## config.mk

```make
export PLATFORM = sky130hd
export DESIGN_NAME = motor_drive_config_regs
export DESIGN_NICKNAME = d
export VERILOG_FILES = /design/src/verilog/cfg_reg16.v /design/src/verilog/shift_decode.v /design/src/verilog/motor_drive_config_regs.v
export VERILOG_INCLUDE_DIRS = /design/src /design/src/verilog
export SDC_FILE = /design/constraint.sdc
export NUM_CORES = 1
export LEC_CHECK = 0
export BUFFER_PORTS_ARGS = -buffer_cell sky130_fd_sc_hd__buf_2
export CORE_ASPECT_RATIO = 1.2
export CORE_UTILIZATION = 43
export DETAILED_ROUTE_END_ITERATION = 12
export GPL_TIMING_DRIVEN = 1
export PLACE_DENSITY_LB_ADDON = 0.12
export SLEW_MARGIN = 20
export SYNTH_ARGS = -nofsm -noshare
export SYNTH_HDL_FRONTEND = slang
export SYNTH_SLANG_ARGS = --single-unit
export TNS_END_PERCENT = 100
```

## constraint.sdc

```tcl
create_clock -name CLK -period 5 [get_ports CLK]
set_input_delay 0.75 -clock CLK [delete_from_list [all_inputs] [get_ports CLK]]
set_output_delay 0.75 -clock CLK [all_outputs]
set_load 0.005 [all_outputs]
```

## src/verilog/motor_cfg_consts.vh

```
// Purpose: constants for the motor drive configuration register bank
// Assumes: AXI4-Lite slave, 32-bit data, 16-bit registers in low bits
// Notes: printed offsets are register indexes, byte address is index*4
// Behaviour
// - second register at 0x91, resets zero
// - bits 15:14 select PWM dither spread
// - tach select: both, closed, closed+first open
// - speed pulse at electrical speed over n+1
// - bit 7 selects full or half cycle
// - resistance code is mantissa shifted by shift
// - bits 3:0 hold resistance mantissa
// - back-EMF constant: bits 11:8 shifted by 14:12
// - mode 0 keeps fixed advance time
// - mode 1 scales advance by bemf over supply
// - advance time: bits 3:0 shifted by 6:4
// - first register at 0x90, resets zero
`ifndef MOTOR_CFG_CONSTS_VH
`define MOTOR_CFG_CONSTS_VH
`define CFG1_INDEX      8'h90
`define CFG2_INDEX      8'h91
`define CFG_RESET       16'h0000
`define CFG2_WMASK      16'h7FFF
`define ADDR_W          10
`define RESP_OKAY       2'h0
`define RESP_SLVERR     2'h2
`define F_DITHER_HI     15
`define F_DITHER_LO     14
`define F_TSEL_HI       13
`define F_TSEL_LO       12
`define F_POLE_HI       11
`define F_POLE_LO       8
`define F_CYCADJ        7
`define F_SHIFT_HI      6
`define F_SHIFT_LO      4
`define F_MANT_HI       3
`define F_MANT_LO       0
`define F_KSHIFT_HI     14
`define F_KSHIFT_LO     12
`define F_KMANT_HI      11
`define F_KMANT_LO      8
`define F_ADVMODE       7
`endif

```

## src/verilog/cfg_reg16.v

```verilog
// Purpose: one 16-bit configuration register with write mask
// Assumes: write strobe from the bus slave, same clock
// Notes: masked bits stay at their reset value
`timescale 1ns/10ps
`include "motor_cfg_consts.vh"
module cfg_reg16 #(
  parameter [15:0] WMASK = 16'hFFFF
) (
  input  wire        clk,
  input  wire        reset,
  input  wire        wr_en,
  input  wire [15:0] wr_data,
  input  wire [1:0]  wr_strb,
  output reg  [15:0] value_q
);
  wire [15:0] lane_mask = {{8{wr_strb[1]}}, {8{wr_strb[0]}}} & WMASK;
  always @(posedge clk or posedge reset) begin
    if (reset) begin
      value_q <= `CFG_RESET;
    end else if (wr_en) begin
      // only a software write moves the fields
      value_q <= (value_q & ~lane_mask) | (wr_data & lane_mask);
    end
  end
endmodule // cfg_reg16

```

## src/verilog/shift_decode.v

```verilog
// Purpose: expand a shift-plus-mantissa code to its full value
// Assumes: 4-bit mantissa, 3-bit shift count
// Notes: result is 11 bits, largest code 15<<7
`timescale 1ns/10ps
module shift_decode (
  input  wire [3:0]  mantissa,
  input  wire [2:0]  shift,
  output wire [10:0] value
);
  assign value = {7'h00, mantissa} << shift;
endmodule // shift_decode

```

## src/verilog/motor_drive_config_regs.v

```verilog
// Purpose: two configuration registers of a sensorless motor driver
// Assumes: AXI4-Lite master keeps one write and one read outstanding
// Notes: select fields feed the motor control engine unprocessed; shift-coded fields are expanded first
`timescale 1ns/10ps
`include "motor_cfg_consts.vh"
module motor_drive_config_regs (
  input  wire                 CLK,
  input  wire                 RESET,
  input  wire [`ADDR_W-1:0]   AWADDR,
  input  wire                 AWVALID,
  output wire                 AWREADY,
  input  wire [31:0]          WDATA,
  input  wire [3:0]           WSTRB,
  input  wire                 WVALID,
  output wire                 WREADY,
  output reg  [1:0]           BRESP,
  output reg                  BVALID,
  input  wire                 BREADY,
  input  wire [`ADDR_W-1:0]   ARADDR,
  input  wire                 ARVALID,
  output wire                 ARREADY,
  output reg  [31:0]          RDATA,
  output reg  [1:0]           RRESP,
  output reg                  RVALID,
  input  wire                 RREADY,
  output wire [1:0]           DITHER_SPREAD_SEL,
  output wire [1:0]           TACH_LOOP_PHASE_SEL,
  output wire [3:0]           TACH_POLE_DIVIDER,
  output wire                 CYCLE_ADJUST_SEL,
  output wire [10:0]          RESISTANCE_CODE,
  output wire [10:0]          BACKEMF_CONST,
  output wire                 ADVANCE_MODE_SEL,
  output wire [10:0]          ADVANCE_TIME
);
  reg  [`ADDR_W-1:0] awaddr_q;
  reg                aw_held_q;
  reg  [31:0]        wdata_q;
  reg  [3:0]         wstrb_q;
  reg                w_held_q;
  wire [15:0]        cfg1;
  wire [15:0]        cfg2;
  wire [`ADDR_W-3:0] widx = awaddr_q[`ADDR_W-1:2];
  wire [`ADDR_W-3:0] ridx = ARADDR[`ADDR_W-1:2];
  wire               do_write = aw_held_q & w_held_q & ~BVALID;
  wire               hit1 = (widx == {`CFG1_INDEX});
  wire               hit2 = (widx == {`CFG2_INDEX});

  // capture address and data independently, in either order
  assign AWREADY = ~aw_held_q & ~BVALID;
  assign WREADY  = ~w_held_q & ~BVALID;
  assign ARREADY = ~RVALID;

  always @(posedge CLK or posedge RESET) begin
    if (RESET) begin
      aw_held_q <= 1'b0;
      w_held_q  <= 1'b0;
      awaddr_q  <= {`ADDR_W{1'b0}};
      wdata_q   <= 32'h00000000;
      wstrb_q   <= 4'h0;
      BVALID    <= 1'b0;
      BRESP     <= `RESP_OKAY;
    end else begin
      if (AWVALID && AWREADY) begin
        aw_held_q <= 1'b1;
        awaddr_q  <= AWADDR;
      end
      if (WVALID && WREADY) begin
        w_held_q <= 1'b1;
        wdata_q  <= WDATA;
        wstrb_q  <= WSTRB;
      end
      if (do_write) begin
        aw_held_q <= 1'b0;
        w_held_q  <= 1'b0;
        BVALID    <= 1'b1;
        BRESP     <= (hit1 | hit2) ? `RESP_OKAY : `RESP_SLVERR;
      end else if (BVALID && BREADY) begin
        BVALID <= 1'b0;
      end
    end
  end

  cfg_reg16 #(
    .WMASK   (16'hFFFF)
  ) u_cfg1 (
    .clk     (CLK),
    .reset   (RESET),
    .wr_en   (do_write & hit1),
    .wr_data (wdata_q[15:0]),
    .wr_strb (wstrb_q[1:0]),
    .value_q (cfg1)
  );

  // reserved top bit never stored, so it reads zero
  cfg_reg16 #(
    .WMASK   (`CFG2_WMASK)
  ) u_cfg2 (
    .clk     (CLK),
    .reset   (RESET),
    .wr_en   (do_write & hit2),
    .wr_data (wdata_q[15:0]),
    .wr_strb (wstrb_q[1:0]),
    .value_q (cfg2)
  );

  always @(posedge CLK or posedge RESET) begin
    if (RESET) begin
      RVALID <= 1'b0;
      RDATA  <= 32'h00000000;
      RRESP  <= `RESP_OKAY;
    end else if (ARVALID && ARREADY) begin
      RVALID <= 1'b1;
      if (ridx == {`CFG1_INDEX}) begin
        RDATA <= {16'h0000, cfg1};
        RRESP <= `RESP_OKAY;
      end else if (ridx == {`CFG2_INDEX}) begin
        RDATA <= {16'h0000, cfg2};
        RRESP <= `RESP_OKAY;
      end else begin
        RDATA <= 32'h00000000;
        RRESP <= `RESP_SLVERR;
      end
    end else if (RVALID && RREADY) begin
      RVALID <= 1'b0;
    end
  end

  // codes pass straight to the engine; 11 of tach select is reserved
  assign DITHER_SPREAD_SEL   = cfg1[`F_DITHER_HI:`F_DITHER_LO];
  assign TACH_LOOP_PHASE_SEL = cfg1[`F_TSEL_HI:`F_TSEL_LO];
  assign TACH_POLE_DIVIDER   = cfg1[`F_POLE_HI:`F_POLE_LO];
  assign CYCLE_ADJUST_SEL    = cfg1[`F_CYCADJ];
  assign ADVANCE_MODE_SEL    = cfg2[`F_ADVMODE];

  shift_decode u_res (
    .mantissa (cfg1[`F_MANT_HI:`F_MANT_LO]),
    .shift    (cfg1[`F_SHIFT_HI:`F_SHIFT_LO]),
    .value    (RESISTANCE_CODE)
  );

  shift_decode u_kt (
    .mantissa (cfg2[`F_KMANT_HI:`F_KMANT_LO]),
    .shift    (cfg2[`F_KSHIFT_HI:`F_KSHIFT_LO]),
    .value    (BACKEMF_CONST)
  );

  shift_decode u_adv (
    .mantissa (cfg2[`F_MANT_HI:`F_MANT_LO]),
    .shift    (cfg2[`F_SHIFT_HI:`F_SHIFT_LO]),
    .value    (ADVANCE_TIME)
  );
endmodule // motor_drive_config_regs

```

==> PnR_summary.wiki <==
{| class="wikitable"
! Metric !! Value
|-
| Most heavily used metal layer in global routing || met2
|-
| Final period utilization || 0.491
|-
| Layout Area Growth over Synthesis || 16.1%
|-
| Aggregate global routing overflow || 0
|-
| Hold-fix buffer count after cts || 0
|-
| Clock latency on the worst-skew pair || between 300 and 400 ps
|-
| Average wire per standard cell || 14.2 µm
|-
| Setup slack of the critical path after layout || around 2500 ps
|-
| Total of flip-flops plus latches after synthesis || between 70 and 80
|-
| Most frequently used cell type in the post-synthesis netlist || sky130_fd_sc_hd__dfrtp_1
|-
| DRC Markers || 0
|-
| Placed wire-length estimate || approximately 6000 µm
|-
| TritonCTS buffer count || 9
|-
| Worst path arrival time || 1710 ps
|-
| Post-synth top area cell || sky130_fd_sc_hd__dfrtp_1
|-
| Number of distinct library cells after synthesis || 29
|-
| Element type at the critical path start || flop
|-
| Ratio of cells with drive above 1 in the final layout || 0.427
|-
| Post-cts repair resize count || 0
|-
| Die Outline Area || 0.00973 mm²
|-
| Routing usage on met2 || 0.295
|-
| Crit Path Max Fanout || 12
|-
| Met1 usage in global routing || 0.208
|-
| Number of filler cells placed in the layout || between 800 and 900
|-
| Worst supply voltage drop on vdd || roughly 0.33 mV
|-
| Post-Place Cells || between 500 and 600
|-
| Number of violations reported at the end of detailed-routing iteration 0 || 123
|-
| Fmax || roughly 410 MHz
|-
| Sequential element share of the synthesized area || 0.493
|-
| Boundary Pins || around 150
|-
| Yosys warning count || 0
|-
| Number of antenna cells inserted || 0
|-
| Minimum setup slack after placement || roughly 2800 ps
|-
| Register-to-Register Setup Slack || roughly 3200 ps
|-
| Setup repair after global routing missed its margin || false
|-
| Sinks on Clock Net || 79
|-
| Top cells by area in the synthesized netlist || sky130_fd_sc_hd__dfrtp_1 (49%), sky130_fd_sc_hd__mux2_2 (18%), sky130_fd_sc_hd__mux2i_1 (6.7%), sky130_fd_sc_hd__buf_4 (4.9%), sky130_fd_sc_hd__nand2_1 (2.6%)
|-
| Die boundary width || roughly 90 µm
|-
| Class of the most critical setup path || reg2out
|-
| Number of buffers added on ports || approximately 110
|-
| Area used by sequential logic in the layout || roughly 0.0020 mm²
|-
| Hold Vio Cnt, Final || 0
|-
| Total Wirelength || just over 8000 µm
|-
| Hold Path Class || in2async
|-
| Max Slew Vio Count || 0
|-
| Max transition margin || 0.579
|-
| Met3 capacity usage during global routing || 0.0360
|-
| Depth of the most critical reg-to-reg path || 3
|-
| Most used standard cells in the synthesized netlist || sky130_fd_sc_hd__dfrtp_1 (79), sky130_fd_sc_hd__mux2_2 (63), sky130_fd_sc_hd__nand2_1 (28), sky130_fd_sc_hd__mux2i_1 (27), sky130_fd_sc_hd__buf_4 (26)
|-
| Slew at the pin closest to its max-slew limit || around 630 ps
|-
| Required time at the endpoint of the critical path || between 4000 and 5000 ps
|-
| Area of the placeable core || about 0.0090 mm²
|-
| First-pass iteration count of the detailed router || 4
|-
| Startpoint of the lowest-slack register-to-register path || BVALID$_DFFE_PP0P_
|-
| Largest net degree at the start of global routing || 43
|-
| Final weighted congestion in routability-driven placement || 0.819
|-
| Number of vias in the routed layout || between 2000 and 3000
|-
| Post-synthesis instance area || about 0.004 mm²
|-
| Final setup skew || approximately 4.4 ps
|-
| Synth top area share || 0.493
|-
| Vias per cell || 5.00
|-
| Multi-input gate area || roughly 0.0018 mm²
|-
| Buffer count from post-CTS setup fixing || 0
|-
| Library cell used as clock root buffer || sky130_fd_sc_hd__clkbuf_8
|-
| Number of non-filler instances in the completed layout || 567
|-
| Setup TNS Final || 0 ps
|-
| Count of nets after finishing || just over 500
|-
| LEAKAGE || about 2.3 nW
|-
| Clock transition at the registers of the reported paths || about 70 ps
|-
| Initial antenna violation count || 0
|-
| Initial standard-cell utilization of the core || 0.444
|-
| Number of H-tree levels || 3
|-
| Number of flops mapped to enable cells by yosys || 0
|-
| TritonCTS clock tree || built
|-
| Share of flip-flops with an asynchronous set or reset after synthesis || 1.00
|-
| Pwr Density || around 370 mW/mm²
|-
| Minimum clock period || approximately 2500 ps
|-
| Number of max-cap violations || 0
|-
| Type of destination of the critical path || output port
|-
| Global Route Usage Sum || 0.171
|-
| Maximum root-to-sink buffer count || 2
|-
| Vias in the first global route || 2651
|-
| Floorplan row count || 38
|-
| Number of nets with antenna violations after detailed routing || 0
|-
| First-pass GRT wire length || ~13000 µm
|-
| Number of failing setup endpoints in the final timing report || 0
|-
| Flip-flop cell with the highest count after synthesis || sky130_fd_sc_hd__dfrtp_1
|-
| Synthesized netlist cell count || between 300 and 400
|-
| Total power of the final layout || around 0.0017 W
|-
| Synth Area per Inst || roughly 11 µm²
|-
| Chip height || 108 µm
|-
| Worst slack on hold paths || 469 ps
|-
| Status || finished, final reports clean
|}
-- final cells by class --
cell class / count / area share
clock buffer: 14 / 0.0328
clock inverter: 1 / 0.00107
inverter: 6 / 0.00510
multi-input combinational: 239 / 0.388
sequential: 79 / 0.424
tap: 120 / 0.0322
timing repair buffer: 108 / 0.117
-- worst max-delay path by stage --
stage                         start                    to  slack [ps]
after global placement    ARADDR[5]  RDATA[2]$_DFFE_PP0P_        2900
after floorplan               RESET  BRESP[1]$_DFFE_PP0P_        2230
after detailed placement  ARADDR[5]  RDATA[9]$_DFFE_PP0P_        2790
after global routing           flop    RESISTANCE_CODE[3]        2450
final                          flop    RESISTANCE_CODE[3]        2540
after CTS                      flop    RESISTANCE_CODE[3]        2530
-- kinds of logic after synthesis --
| family | synth area share |
|---|---|
| AND/OR/NAND/NOR | 0.131 |
| multiplexers | 0.244 |
| flip-flops | 0.493 |
| buffers and inverters | 0.0745 |
| AO/OA/AOI/OAI | 0.0574 |
| other | 0.000934 |
-- cells in the final DEF, fill, tap and decap left out --
cell                       count
sky130_fd_sc_hd__nor3_1        3
sky130_fd_sc_hd__a21oi_1       8
sky130_fd_sc_hd__nand2b_1      8
sky130_fd_sc_hd__buf_4         2
sky130_fd_sc_hd__clkbuf_8     10
sky130_fd_sc_hd__nand4_2       4
sky130_fd_sc_hd__nor4b_1       4
sky130_fd_sc_hd__dfrtp_1      79
sky130_fd_sc_hd__inv_1         5
sky130_fd_sc_hd__nor2_1       17
sky130_fd_sc_hd__clkinv_2      2
sky130_fd_sc_hd__clkbuf_1      4
sky130_fd_sc_hd__and3b_1       1
sky130_fd_sc_hd__nand4_1       1
sky130_fd_sc_hd__buf_2       106
sky130_fd_sc_hd__nand3b_1      6
sky130_fd_sc_hd__o31ai_1       3
sky130_fd_sc_hd__o21bai_1      1
sky130_fd_sc_hd__conb_1       18
sky130_fd_sc_hd__and2_1        2
sky130_fd_sc_hd__a22oi_1       6
sky130_fd_sc_hd__mux2_2       63
sky130_fd_sc_hd__nor2b_1       9
sky130_fd_sc_hd__o21a_1        2
sky130_fd_sc_hd__nor4b_4       1
sky130_fd_sc_hd__nand2_1      28
sky130_fd_sc_hd__nand3_1       4
sky130_fd_sc_hd__o21ai_0      20
sky130_fd_sc_hd__nor3b_2       3
sky130_fd_sc_hd__mux2i_1      27
-- report_power, final --
part	leakage, nW	switching, W	internal [W]
sequential	1.03	0.000154	0.000792
clock	0.0805	0.000202	0.000192
combinational	1.20	0.000166	0.000233
total	2.31	0.000522	0.00122
-- critical path, cell delays in order, from the launching register on --
cell	delay [ps]
sky130_fd_sc_hd__dfrtp_1	580
sky130_fd_sc_hd__mux2_2	410
sky130_fd_sc_hd__mux2i_1	190
sky130_fd_sc_hd__nor2_1	50
sky130_fd_sc_hd__buf_2	130
-- routing by layer --
| metal | vias to the layer above | share of wire |
|---|---|---|
| met1 | 1381 | 0.43 |
| met5 | - | 0 |
| met4 | 0 | 0.013 |
| li1 | 1372 | - |
| met2 | 74 | 0.51 |
| met3 | 9 | 0.047 |
-- metrics by stage --
stage / utilization / instance area, µm²
after CTS: 0.516 / 4660
after global placement: 0.498 / 4500
final: 0.516 / 4660
after detailed placement: 0.498 / 4500
after floorplan: - / 4080
after global routing: 0.516 / 4660
Note: power is estimated with default switching activity, not from simulation.
